`config.mk`:
```
export PLATFORM = sky130hd
export DESIGN_NAME = sspc_ctrl
export DESIGN_NICKNAME = d
export VERILOG_FILES = /design/src/hdl/sspc_pkg.sv /design/src/hdl/sspc_ctrl.sv
export SDC_FILE = /design/constraint.sdc
export NUM_CORES = 1
export LEC_CHECK = 0
export ABC_AREA = 1
export CELL_PAD_IN_SITES_DETAIL_PLACEMENT = 2
export CELL_PAD_IN_SITES_GLOBAL_PLACEMENT = 2
export CORE_UTILIZATION = 34
export CTS_CLUSTER_DIAMETER = 200
export DETAILED_ROUTE_END_ITERATION = 8
export DONT_BUFFER_PORTS = 1
export GPL_TIMING_DRIVEN = 0
export PLACE_DENSITY_LB_ADDON = 0.15
export SYNTH_ARGS = -nofsm -noshare
export SYNTH_HDL_FRONTEND = slang
export SYNTH_SLANG_ARGS = --single-unit
```
`constraint.sdc`:
```
create_clock -name aclk -period 2.1 [get_ports aclk]
set_input_delay 0.105 -clock aclk [delete_from_list [all_inputs] [get_ports aclk]]
set_output_delay 0.105 -clock aclk [all_outputs]
set_load 0.01 [all_outputs]
```
`src/hdl/sspc_pkg.sv`:
```
// package: register map, field positions and types of the serial port control block
package sspc_pkg;
	localparam logic [7:0] SSPC_CTRL_OFS = 8'h14;
	localparam logic [7:0] SSPC_STAT_OFS = 8'h94;
	localparam logic [7:0] SSPC_DATA_OFS = 8'h13;
	localparam logic [7:0] SSPC_ADDR_OFS = 8'h93;
	localparam int SSPC_ADDR_W = 8;
	// control fields
	localparam int CTL_WRITE_COLLISION_FLAG = 7;
	localparam int CTL_OVF = 6;
	localparam int CTL_EN = 5;
	localparam int CTL_CKP = 4;
	// status fields
	localparam int STA_DA = 5;
	localparam int STA_STOP = 4;
	localparam int STA_START = 3;
	localparam int STA_RW = 2;
	localparam int STA_UA = 1;
	localparam int STA_BF = 0;
	localparam logic [7:0] SSPC_CTRL_RST = 8'h00;
	localparam logic [1:0] AXI_OKAY = 2'h0;
	localparam logic [1:0] AXI_SLVERR = 2'h2;
	// master clock divisions
	localparam int DIV_F4 = 4;
	localparam int DIV_F16 = 16;
	localparam int DIV_F64 = 64;
	typedef enum logic [3:0] {
		MODE_SPI_M4 = 4'h0,
		MODE_SPI_M16 = 4'h1,
		MODE_SPI_M64 = 4'h2,
		MODE_SPI_MTMR = 4'h3,
		MODE_SPI_S_SS = 4'h4,
		MODE_SPI_S_NOSS = 4'h5,
		MODE_I2C_S7 = 4'h6,
		MODE_I2C_S10 = 4'h7,
		MODE_I2C_FWM = 4'hB,
		MODE_I2C_S7_INT = 4'hE,
		MODE_I2C_S10_INT = 4'hF
	} sspc_mode_type;
	// events reported by the link-side shifter
	typedef struct packed {
		logic byte_done;
		logic byte_is_data;
		logic start_seen;
		logic stop_seen;
		logic ack_seen;
		logic addr_match;
		logic addr_rw;
		logic addr_high_byte;
		logic tx_start;
		logic tx_done;
	} sspc_link_evt_type;
	// pin hand-over to the port: owned-by-port flag per pin, port output value for clock and data out
	typedef struct packed {
		logic sck_own;
		logic sck_out;
		logic sdo_own;
		logic sdo_out;
		logic sdi_own;
		logic ss_own;
	} sspc_pin_type;
endpackage

```
`src/hdl/sspc_ctrl.sv`:
```
// serial port control and status logic with an AXI4-Lite register slave
//
// Contract
// RULE_01 - one mode only: serial link or I2C
// RULE_02 - data/address flag tracks last byte kind
// RULE_03 - stop flag marks last condition was stop
// RULE_04 - start flag marks last condition was start
// RULE_05 - disabling port clears start and stop
// RULE_06 - capture read/write bit of matched address
// RULE_07 - 10-bit mode raises address refresh flag
// RULE_08 - buffer full on receive or I2C transmit
// RULE_09 - link slave overflow when buffer still full
// RULE_10 - I2C receive overflow, software clears it
// RULE_11 - enable hands clock and data pins to port
// RULE_12 - polarity selects idle level or releases clock
// RULE_13 - codes 0000-0011 master with clock divisions
// RULE_14 - codes 0100/0101 slave, select pin optional
// RULE_15 - 0110/0111 I2C slave, plus firmware master
// RULE_16 - 1110/1111 I2C slave with start/stop interrupts
// RULE_17 - write during transmit sets collision flag
// RULE_18 - one pin is clock in both modes
// RULE_19 - separate slave select pin when enabled
`timescale 1ns/1ps
module sspc_ctrl
	import sspc_pkg::*;
(
	input wire logic aclk,
	input wire logic aresetn,
	input wire logic [SSPC_ADDR_W-1:0] s_axi_awaddr,
	input wire logic s_axi_awvalid,
	output logic s_axi_awready,
	input wire logic [31:0] s_axi_wdata,
	input wire logic [3:0] s_axi_wstrb,
	input wire logic s_axi_wvalid,
	output logic s_axi_wready,
	output logic [1:0] s_axi_bresp,
	output logic s_axi_bvalid,
	input wire logic s_axi_bready,
	input wire logic [SSPC_ADDR_W-1:0] s_axi_araddr,
	input wire logic s_axi_arvalid,
	output logic s_axi_arready,
	output logic [31:0] s_axi_rdata,
	output logic [1:0] s_axi_rresp,
	output logic s_axi_rvalid,
	input wire logic s_axi_rready,
	input wire sspc_pkg::sspc_link_evt_type link_evt,
	input wire logic [7:0] link_rx_byte,
	input wire logic timer_two_output,
	output sspc_pkg::sspc_pin_type pin_ctl,
	output logic [3:0] port_mode_select,
	output logic link_is_i2c,
	output logic link_is_master,
	output logic master_bit_tick,
	output logic [7:0] tx_byte,
	output logic tx_load,
	output logic [7:0] slave_address,
	output logic cond_irq
);
	import sspc_pkg::*;

	////////////////////////////////////////////////////////////////////////////////
	function automatic logic mode_is_i2c(input logic [3:0] m);
		mode_is_i2c = (m == MODE_I2C_S7) || (m == MODE_I2C_S10) || (m == MODE_I2C_FWM)
			|| (m == MODE_I2C_S7_INT) || (m == MODE_I2C_S10_INT);
	endfunction

	function automatic logic mode_is_10bit(input logic [3:0] m);
		mode_is_10bit = (m == MODE_I2C_S10) || (m == MODE_I2C_S10_INT);
	endfunction

	function automatic logic mode_is_master(input logic [3:0] m);
		mode_is_master = (m <= MODE_SPI_MTMR);
	endfunction

	////////////////////////////////////////////////////////////////////////////////
	logic write_collision_flag_q;
	logic ovf_q;
	logic en_q;
	logic ckp_q;
	logic [3:0] mode_q;
	logic da_q;
	logic stop_q;
	logic start_q;
	logic rw_q;
	logic ua_q;
	logic bf_q;
	logic [7:0] buf_q;
	logic [7:0] sadd_q;
	logic tx_busy_q;
	logic is_i2c;
	logic i2c_slave_on;

	// I2C mode decodes shared by the flag, buffer and pin paths below
	assign is_i2c = mode_is_i2c(mode_q); // [RULE_01]
	// firmware master mode keeps the slave engine idle
	assign i2c_slave_on = is_i2c && (mode_q != MODE_I2C_FWM); // [RULE_15]

	////////////////////////////////////////////////////////////////////////////////
	// axi write channel: address and data taken in either order
	logic aw_held_q;
	logic w_held_q;
	logic [SSPC_ADDR_W-1:0] awaddr_q;
	logic [31:0] wdata_q;
	logic wr_fire;
	logic wr_lane0;

	assign wr_fire = aw_held_q && w_held_q && !s_axi_bvalid;

	always_ff @(posedge aclk) begin
		if (!aresetn) begin
			aw_held_q <= 1'b0;
			w_held_q <= 1'b0;
			awaddr_q <= '0;
			wdata_q <= '0;
			wr_lane0 <= 1'b0;
			s_axi_awready <= 1'b0;
			s_axi_wready <= 1'b0;
			s_axi_bvalid <= 1'b0;
			s_axi_bresp <= AXI_OKAY;
		end else begin
			s_axi_awready <= !aw_held_q && !s_axi_awready;
			s_axi_wready <= !w_held_q && !s_axi_wready;
			if (s_axi_awvalid && s_axi_awready) begin
				aw_held_q <= 1'b1;
				awaddr_q <= s_axi_awaddr;
				s_axi_awready <= 1'b0;
			end
			if (s_axi_wvalid && s_axi_wready) begin
				w_held_q <= 1'b1;
				wdata_q <= s_axi_wdata;
				wr_lane0 <= s_axi_wstrb[0];
				s_axi_wready <= 1'b0;
			end
			if (wr_fire) begin
				aw_held_q <= 1'b0;
				w_held_q <= 1'b0;
				s_axi_bvalid <= 1'b1;
				s_axi_bresp <= (awaddr_q == SSPC_CTRL_OFS || awaddr_q == SSPC_DATA_OFS
					|| awaddr_q == SSPC_ADDR_OFS || awaddr_q == SSPC_STAT_OFS)
					? AXI_OKAY : AXI_SLVERR;
			end else if (s_axi_bvalid && s_axi_bready) begin
				s_axi_bvalid <= 1'b0;
			end
		end
	end

	logic wr_ctrl;
	logic wr_data;
	logic wr_sadd;
	assign wr_ctrl = wr_fire && wr_lane0 && (awaddr_q == SSPC_CTRL_OFS);
	assign wr_data = wr_fire && wr_lane0 && (awaddr_q == SSPC_DATA_OFS);
	assign wr_sadd = wr_fire && wr_lane0 && (awaddr_q == SSPC_ADDR_OFS);

	////////////////////////////////////////////////////////////////////////////////
	// axi read channel
	logic rd_data_ack;
	assign rd_data_ack = s_axi_arvalid && s_axi_arready && (s_axi_araddr == SSPC_DATA_OFS);

	always_ff @(posedge aclk) begin
		if (!aresetn) begin
			s_axi_arready <= 1'b0;
			s_axi_rvalid <= 1'b0;
			s_axi_rdata <= '0;
			s_axi_rresp <= AXI_OKAY;
		end else begin
			s_axi_arready <= !s_axi_rvalid && !s_axi_arready;
			if (s_axi_arvalid && s_axi_arready) begin
				s_axi_arready <= 1'b0;
				s_axi_rvalid <= 1'b1;
				s_axi_rresp <= AXI_OKAY;
				case (s_axi_araddr)
					SSPC_CTRL_OFS: s_axi_rdata <= {24'h000000, write_collision_flag_q, ovf_q, en_q, ckp_q, mode_q};
					SSPC_STAT_OFS: s_axi_rdata <= {24'h000000, 2'h0, da_q, stop_q, start_q,
						rw_q, ua_q, bf_q};
					SSPC_DATA_OFS: s_axi_rdata <= {24'h000000, buf_q};
					SSPC_ADDR_OFS: s_axi_rdata <= {24'h000000, sadd_q};
					default: begin
						s_axi_rdata <= '0;
						s_axi_rresp <= AXI_SLVERR;
					end
				endcase
			end else if (s_axi_rvalid && s_axi_rready) begin
				s_axi_rvalid <= 1'b0;
			end
		end
	end

	////////////////////////////////////////////////////////////////////////////////
	// control register; hardware set beats software clear on the sticky bits
	logic coll_evt;
	logic ovf_evt;
	assign coll_evt = wr_data && tx_busy_q; // [RULE_17]
	// master paces its own transfers, so only slave or I2C can overrun
	assign ovf_evt = en_q && link_evt.byte_done && bf_q && !tx_busy_q
		&& (is_i2c || !mode_is_master(mode_q)); // [RULE_09] [RULE_10]

	always_ff @(posedge aclk) begin
		if (!aresetn) begin
			write_collision_flag_q <= SSPC_CTRL_RST[CTL_WRITE_COLLISION_FLAG];
			ovf_q <= SSPC_CTRL_RST[CTL_OVF];
			en_q <= SSPC_CTRL_RST[CTL_EN];
			ckp_q <= SSPC_CTRL_RST[CTL_CKP];
			mode_q <= SSPC_CTRL_RST[3:0];
		end else begin
			if (wr_ctrl) begin
				write_collision_flag_q <= wdata_q[CTL_WRITE_COLLISION_FLAG];
				ovf_q <= wdata_q[CTL_OVF];
				en_q <= wdata_q[CTL_EN];
				ckp_q <= wdata_q[CTL_CKP];
				mode_q <= wdata_q[3:0];
			end
			if (coll_evt) begin
				write_collision_flag_q <= 1'b1; // [RULE_17]
			end
			if (ovf_evt) begin
				ovf_q <= 1'b1; // [RULE_10]
			end
		end
	end

	////////////////////////////////////////////////////////////////////////////////
	// data buffer, slave address, transmit tracking
	always_ff @(posedge aclk) begin
		if (!aresetn) begin
			buf_q <= '0;
			sadd_q <= '0;
			tx_busy_q <= 1'b0;
		end else begin
			if (wr_sadd) begin
				sadd_q <= wdata_q[7:0];
			end
			// overrun keeps the old byte: the new shift contents are lost
			if (en_q && link_evt.byte_done && !bf_q && !tx_busy_q) begin
				buf_q <= link_rx_byte;
			end
			if (wr_data && !tx_busy_q) begin
				buf_q <= wdata_q[7:0];
			end
			if (!en_q || link_evt.tx_done) begin
				tx_busy_q <= 1'b0;
			end else if (link_evt.tx_start || (wr_data && !is_i2c)) begin
				tx_busy_q <= 1'b1;
			end
		end
	end

	////////////////////////////////////////////////////////////////////////////////
	// status flags
	always_ff @(posedge aclk) begin
		if (!aresetn) begin
			da_q <= 1'b0;
			stop_q <= 1'b0;
			start_q <= 1'b0;
			rw_q <= 1'b0;
			ua_q <= 1'b0;
			bf_q <= 1'b0;
		end else begin
			if (!en_q) begin
				stop_q <= 1'b0; // [RULE_05]
				start_q <= 1'b0; // [RULE_05]
			end else if (i2c_slave_on && link_evt.stop_seen) begin
				stop_q <= 1'b1; // [RULE_03]
				start_q <= 1'b0;
			end else if (i2c_slave_on && link_evt.start_seen) begin
				start_q <= 1'b1; // [RULE_04]
				stop_q <= 1'b0;
			end
			if (i2c_slave_on && link_evt.byte_done) begin
				da_q <= link_evt.byte_is_data; // [RULE_02]
			end
			if (i2c_slave_on && link_evt.addr_match) begin
				rw_q <= link_evt.addr_rw; // [RULE_06]
			end else if (link_evt.start_seen || link_evt.stop_seen || link_evt.ack_seen) begin
				rw_q <= 1'b0;
			end
			if (mode_is_10bit(mode_q) && link_evt.addr_match && en_q) begin
				ua_q <= 1'b1; // [RULE_07]
			end else if (wr_sadd || !mode_is_10bit(mode_q)) begin
				ua_q <= 1'b0;
			end
			// receive completion sets, data read or transmit end clears
			if (en_q && link_evt.byte_done && !tx_busy_q) begin
				bf_q <= 1'b1; // [RULE_08]
			end else if (is_i2c && wr_data && en_q) begin
				bf_q <= 1'b1; // [RULE_08]
			end else if (rd_data_ack || link_evt.tx_done || !en_q) begin
				bf_q <= 1'b0;
			end
		end
	end

	////////////////////////////////////////////////////////////////////////////////
	// master bit clock: fixed divisions or timer two halved
	logic [6:0] div_cnt_q;
	logic tmr_half_q;
	logic [6:0] div_lim;
	always_comb begin
		case (mode_q)
			MODE_SPI_M4: div_lim = 7'(DIV_F4 - 1);
			MODE_SPI_M16: div_lim = 7'(DIV_F16 - 1);
			default: div_lim = 7'(DIV_F64 - 1);
		endcase
	end

	always_ff @(posedge aclk) begin
		if (!aresetn) begin
			div_cnt_q <= '0;
			tmr_half_q <= 1'b0;
			master_bit_tick <= 1'b0;
		end else begin
			master_bit_tick <= 1'b0;
			if (!en_q || !mode_is_master(mode_q)) begin
				div_cnt_q <= '0;
			end else if (mode_q == MODE_SPI_MTMR) begin
				if (timer_two_output) begin
					tmr_half_q <= !tmr_half_q;
					master_bit_tick <= tmr_half_q; // [RULE_13]
				end
			end else if (div_cnt_q >= div_lim) begin
				div_cnt_q <= '0;
				master_bit_tick <= 1'b1; // [RULE_13]
			end else begin
				div_cnt_q <= div_cnt_q + 7'h01;
			end
		end
	end

	////////////////////////////////////////////////////////////////////////////////
	// pin hand-over and mode outputs; direction stays with the port logic
	always_ff @(posedge aclk) begin
		if (!aresetn) begin
			pin_ctl <= '0;
			port_mode_select <= '0;
			link_is_i2c <= 1'b0;
			link_is_master <= 1'b0;
			tx_byte <= '0;
			tx_load <= 1'b0;
			slave_address <= '0;
			cond_irq <= 1'b0;
		end else begin
			pin_ctl.sck_own <= en_q; // [RULE_11] [RULE_18]
			pin_ctl.sdi_own <= en_q; // [RULE_11]
			pin_ctl.sdo_own <= en_q && !is_i2c; // [RULE_11]
			pin_ctl.ss_own <= en_q && (mode_q == MODE_SPI_S_SS); // [RULE_14] [RULE_19]
			// i2c: low holds the clock to stretch, high releases it
			pin_ctl.sck_out <= ckp_q; // [RULE_12]
			pin_ctl.sdo_out <= buf_q[7];
			port_mode_select <= mode_q;
			link_is_i2c <= is_i2c; // [RULE_01]
			link_is_master <= mode_is_master(mode_q); // [RULE_13] [RULE_14]
			tx_byte <= buf_q;
			tx_load <= wr_data && !tx_busy_q && en_q;
			slave_address <= sadd_q;
			cond_irq <= en_q && (mode_q == MODE_I2C_S7_INT || mode_q == MODE_I2C_S10_INT)
				&& (link_evt.start_seen || link_evt.stop_seen); // [RULE_16]
		end
	end
endmodule

```
; Yosys cells after proc, flatten, opt, wreduce, memory -nomap -nowiden
; Cells that the tools add are included.
[classes]
n_addsub = 1
n_mul = 0
div = 0
order_cmp = 2
eq_ne = 17
shifts = 0
n_mux = 27
bitwise_logic = 3
reduce_logical = 91
[ops]
columns = cell, count
row1 = 1-bit logical AND, 39
row2 = 8-bit by 5-bit equality test with 1-bit output (second input constant), 4
row3 = 8-bit equality test (second input constant), 4
row4 = 8-bit case mux with 4 select lines, 1
row5 = 1-bit 2-to-1 mux, 20
row6 = 1-bit logical OR, 18
row7 = 8-bit 2-to-1 mux, 2
row8 = 2-bit nonzero test, 8
row9 = 1-bit zero test, 14
row10 = 4-bit by 3-bit equality test with 1-bit output (second input constant), 3
row11 = 4-bit equality test (second input constant), 3
row12 = 6-bit case mux with 2 select lines, 1
row13 = 2-bit OR reduction, 6
row14 = 7-bit by 1-bit adder with 7-bit output (second input constant), 1
row15 = 7-bit >= comparator, 1
row16 = 7-bit 2-to-1 mux, 1
row17 = 4-bit by 1-bit equality test with 1-bit output (second input constant), 1
row18 = 4-bit by 2-bit equality test with 1-bit output (second input constant), 1
row19 = 4-bit by 2-bit <= comparator with 1-bit output (second input constant), 1
row20 = 4-bit zero test, 1
row21 = 2-bit 2-to-1 mux, 2
row22 = 4-bit != test (second input constant), 1
row23 = 4-bit OR reduction, 1
row24 = 1-bit NOT, 3
row25 = other kinds (4), 4
[word_totals]
reg_bits = 129
latchBits = 0
mem_bits_rw = 0
rom_bits = 0
input_bits = 78
out_inout_bits = 72
word_cells = 183
n_memories = 0

; Depth between registers and ports, before layout
[logic_depth]
ltp_word = 9
depth_mapped = 13
depth_no_buf = 13

; Worst setup path before layout
; OpenSTA, ideal clock, no wires.
[synth_path]
path_kind = reg-to-reg
from = register mode_q[2]
to = register div_cnt_q[0]
arrival_time_ps = 1488
required_ps = 2034
path_slack_ps = 546
path_stages_with_launch = 14
cell_sequence = dfxtp_1 -> nor2_1 -> inv_1 -> nor2_1 -> ha_1 -> inv_1 -> nor2_1 -> nand2_1 -> nand2_1 -> nand2_1 -> nand2_1 -> nand2_1 -> nand2_1 -> nor2_1
[synth_between]
elab_chain_len = 4
elab_cells_between_ends = 10
cone_classes = 2 x order compare / 2 x eq/ne / 2 x mux / 4 x reduce/logical
[synth_rtl]
columns = item, line_no
row1 = "start, declared", sspc_ctrl.sv:80  ; logic [3:0] mode_q;
row2 = "start signal, assigned", sspc_ctrl.sv:203  ; mode_q <= SSPC_CTRL_RST[3:0];
row3 = "start signal, assigned", sspc_ctrl.sv:210  ; mode_q <= wdata_q[3:0];
row4 = 4-bit by 1-bit equality test with 1-bit output (tied with other cells), sspc_ctrl.sv:298  ; case (mode_q)
row5 = 6-bit case mux with 2 select lines / 1-bit zero test (equally long branches), "sspc_ctrl.sv:298, sspc_ctrl.sv:312"
row6 = 7-bit >= comparator / 1-bit logical OR (equally long branches), "sspc_ctrl.sv:319, sspc_ctrl.sv:312"
row7 = 7-bit 2-to-1 mux / 2-bit OR reduction (equally long branches), --
row8 = "end signal, assigned", sspc_ctrl.sv:323  ; div_cnt_q <= div_cnt_q + 7'h01;
row9 = "end, declared", sspc_ctrl.sv:294  ; logic [6:0] div_cnt_q;
; Parallel ways exist; a longest one is shown, timed or not.
; A chain may end at the register's enable or synchronous reset.

; Final worst setup path
[layout_path]
from = register mode_q[1]
to = register tx_busy_q
[layout_between]
elab_chain_len = 8
elab_cells_between_ends = 12
cone_classes = 5 x eq/ne / 7 x reduce/logical
[layout_rtl]
columns = item, line_no
row1 = 4-bit by 3-bit equality test with 1-bit output, sspc_ctrl.sv:63  ; mode_is_i2c = (m == MODE_I2C_S7) || (m == MODE_I2C_S10) || (m == MODE_I2C_FWM)
row2 = 1-bit logical OR (2 in series), sspc_ctrl.sv:63
row3 = 1-bit logical OR, sspc_ctrl.sv:64  ; || (m == MODE_I2C_S7_INT) || (m == MODE_I2C_S10_INT);
row4 = 1-bit logical OR (*), sspc_ctrl.sv:64
row5 = 1-bit zero test (*), sspc_ctrl.sv:241  ; end else if (link_evt.tx_start || (wr_data && !is_i2c)) begin
row6 = 1-bit logical AND (*), sspc_ctrl.sv:241
row7 = 1-bit logical OR (*), sspc_ctrl.sv:241
row8 = "end signal, assigned", sspc_ctrl.sv:227  ; tx_busy_q <= 1'b0;
row9 = "end signal, assigned", sspc_ctrl.sv:240  ; tx_busy_q <= 1'b0;
row10 = "end signal, assigned", sspc_ctrl.sv:242  ; tx_busy_q <= 1'b1;
row11 = "end, declared", sspc_ctrl.sv:89  ; logic tx_busy_q;
; Every way passes the cells marked *; elsewhere a longest branch is shown, timed or not.

==> results.json <==
{
  "status": "completed",
  "p_leak_nw": 2.49,
  "worst_pin_slew_ps": 588,
  "synth_area_per_cell_sq_um": 7.49,
  "peakVddDrop_uv": 353,
  "multi_input_area_sq_mm": 0.00181,
  "synth_cell_types": 37,
  "n_fill_cell": 1431,
  "hold_violations": 0,
  "worst-setup-path-type": "flip-flop to flip-flop",
  "start_util_pct": 35.4,
  "netlist_instances": 575,
  "setup_viol": 0,
  "critical_path.cell_chain": "nand2_1, inv_1, a21oi_1, nand3_1, a21oi_1, dlygate4sd3_1",
  "dieWidth_um": 115,
  "cts_buffers": 9,
  "ys_ff_latch": 102,
  "drive_gt1_share_pct": 12.2,
  "clock.fmax_mhz": 517,
  "finalNetCount": 722,
  "most-common-layout-cells": "nand2_1 (124), dfxtp_1 (100), nor2_1 (69)",
  "clock-root-buffer": "clkbuf_16",
  "fin_total_pwr_w": 0.00422,
  "gr-usage-all-layers_pct": 22.9,
  "grt_max_degree": 17,
  "r2r_start": "mode_q[1]",
  "drtAntennaViolNets": 0,
  "final_util_pct": 43.3,
  "worst-r2r-cell-count": 6,
  "rsz0062_at_grt": "false",
  "route.detailed.drc": 0,
  "critPathBufInv": 2,
  "holdPathEnd": "buf_q[3]",
  "cpPeakStageDelay_ps": 570,
  "hp-class": "input pin to flip-flop",
  "vias": 3868,
  "tns_ps": 0,
  "rr_endpoint": "tx_busy_q",
  "reg2reg_slack_ps": 170,
  "fin_crit_ps": 1930,
  "min_from": "link_rx_byte[3]",
  "dp_hpwl_um": 10400,
  "regArea_sq_mm": 0.00204,
  "cts_tree": "built",
  "cap_violations": 0,
  "clkTransAtPathRegs_ps": 70,
  "whs_ps": 16.2,
  "slew_viol_final": 0,
  "min_path_cells": 4,
  "drt-wirelength-per-cell_um": 17.2,
  "clk-insertion-delay-late_ps": 350,
  "fin_crit_sh_pct": 92.1,
  "numClockSinks": 102,
  "area_growth_pct": 22.2,
  "path_common_cell": "a21oi_1",
  "yosysWarnings": 0,
  "gr-total-overflow": 0,
  "std_cell_rows": 40,
  "cts_buffer_depth": 2,
  "skew_ps": 6.30,
  "critPathLaunchType": "flip-flop",
  "slew_headroom_pct": 60.8,
  "arrival_ps": 2230,
  "ys_seq_area_share_pct": 47.4,
  "cts-htree-levels": 3,
  "grt_pass1_wl_um": 22500,
  "core-area_sq_mm": 0.0122,
  "io_buffer_count": 0,
  "synth_area_sq_mm": 0.00431,
  "crit_slowest_cell": "dlygate4sd3_1",
  "firstDrtPassIters": 4,
  "vias_per_cell": 4.75,
  "power.density_mw_per_mm2": 801,
  "die_h_um": 115,
  "grt_pass1_vias": 4264,
  "die_area_sq_mm": 0.0131,
  "layout_commonest_cell": "nand2_1",
  "io-pin-count": 150,
  "end_kind": "flip-flop",
  "critical_path.max_fanout": 7,
  "antenna_found_initial": 0,
  "n_antenna_cell": 0,
  "critPathTopFamily": "buffers and inverters",
  "drtIter0Drc": 108,
  "gp_congestion": 0.780,
  "totalWireLength_um": 14000,
  "crit_required_ps": 2390
}
flip-flops by register name (all words and copies together) (netlist names), 4 cells and up:
signal and flops:
awaddr_q 8, buf_q 8, s_axi_rdata 8, sadd_q 8, slave_address 8, wdata_q 8, div_cnt_q 7, tx_byte 7
pin_ctl 5, mode_q 4, port_mode_select 4
through the flow:
stage | area, sq um | std cells | setup WS [ps]
after floorplan | 4400 | 600 | 546
after global placement | 4610 | 768 | 162
after detailed placement | 4610 | 768 | 123
after CTS | 5260 | 814 | 82.3
after global routing | 5270 | 814 | 27.8
final | 5270 | 814 | 166
area by class of cell:
cell class,count,area share (%)
repair buffers,30,5.70
flip-flops and latches,102,38.8
clock buffers,11,4.61
multi-input cells,386,34.3
plain buffers,45,5.63
well taps,168,3.99
inverters,67,4.89
clock inverters,5,2.02
worst reg2reg max path: stages (launching register included):
cell and delay (ps):
dfxtp_1 420, nand2_1 140, inv_1 120, a21oi_1 310
nand3_1 150, a21oi_1 170, dlygate4sd3_1 570
cells in the mapped netlist:
library cell    n  area (sq um)
nor4_1          1          6.26
ha_1            3          37.5
nor3_2          1          10.0
inv_2           7          26.3
nor3_4          3          48.8
clkinv_1        1          3.75
o21ai_1        16          80.1
buf_6           2          22.5
a21oi_1        33           165
buf_1           2          7.51
nand3_1        53           265
nor2_2          2          12.5
nand3_2         1          10.0
nand3b_1        1          7.51
nor2_1         70           263
buf_4          28           210
dfxtp_1       102          2040
nand2_4         1          11.3
nand3_4         1          17.5
clkinv_4        1          8.76
a31oi_1         1          6.26
o22ai_1         1          6.26
clkinv_2        1          5.00
xor2_1          5          43.8
inv_1          57           214
buf_2           6          30.0
a22oi_1         1          7.51
a21oi_2         2          17.5
nand2_1       124           465
clkbuf_1        7          26.3
nor3_1          7          35.0
nor2_8          1          20.0
xnor2_1         2          17.5
nand2_2         3          18.8
o21ai_0        26           130
conb_1          1          3.75
or2_2           1          6.26
where the power goes:
group	internal, W	switching, W
clock	0.00120	0.000753
sequential	0.00197	0.0000342
combinational	0.000105	0.000157
total	0.00328	0.000945
logic make-up (layout without fill, tap and decap cells):
logic type	after synthesis	after routing	synth area share (%)
simple gates	270	270	27.8
buf+inv	112	158	12.9
flops	102	102	47.4
compound gates	80	80	9.58
xor+xnor	7	7	1.42
fa+ha+maj	3	3	0.871
other cells	1	26	0.0870
repair_timing:
action                                 CTS  global route
setup endpoints to repair                0             7
resized for setup                        0             3
hold buffers                            30             0
buffers inserted                         0             0
endpoints found under the hold margin   28             0
how the worst max path moves through the flow:
stage	startpoint	endpoint	slack [ps]	cells past startpoint
2_1_floorplan	mode_q[2]	div_cnt_q[0]	550	13
3_3_place_gp	mode_q[2]	div_cnt_q[3]	160	13
3_5_place_dp	mode_q[2]	div_cnt_q[2]	120	13
4_1_cts	mode_q[2]	div_cnt_q[2]	80	13
5_1_grt	mode_q[2]	div_cnt_q[4]	30	13
6_report	mode_q[1]	tx_busy_q	170	6
metal layers:
layer	track usage [%]	part of all wire, %	vias up
li1	-	-	1888
met2	40.8	50	96
met1	28.3	44	1870
met4	7.97	1.5	0
met3	3.34	4.3	14
met5	0	0	-
(Power assumes the default switching activity.)
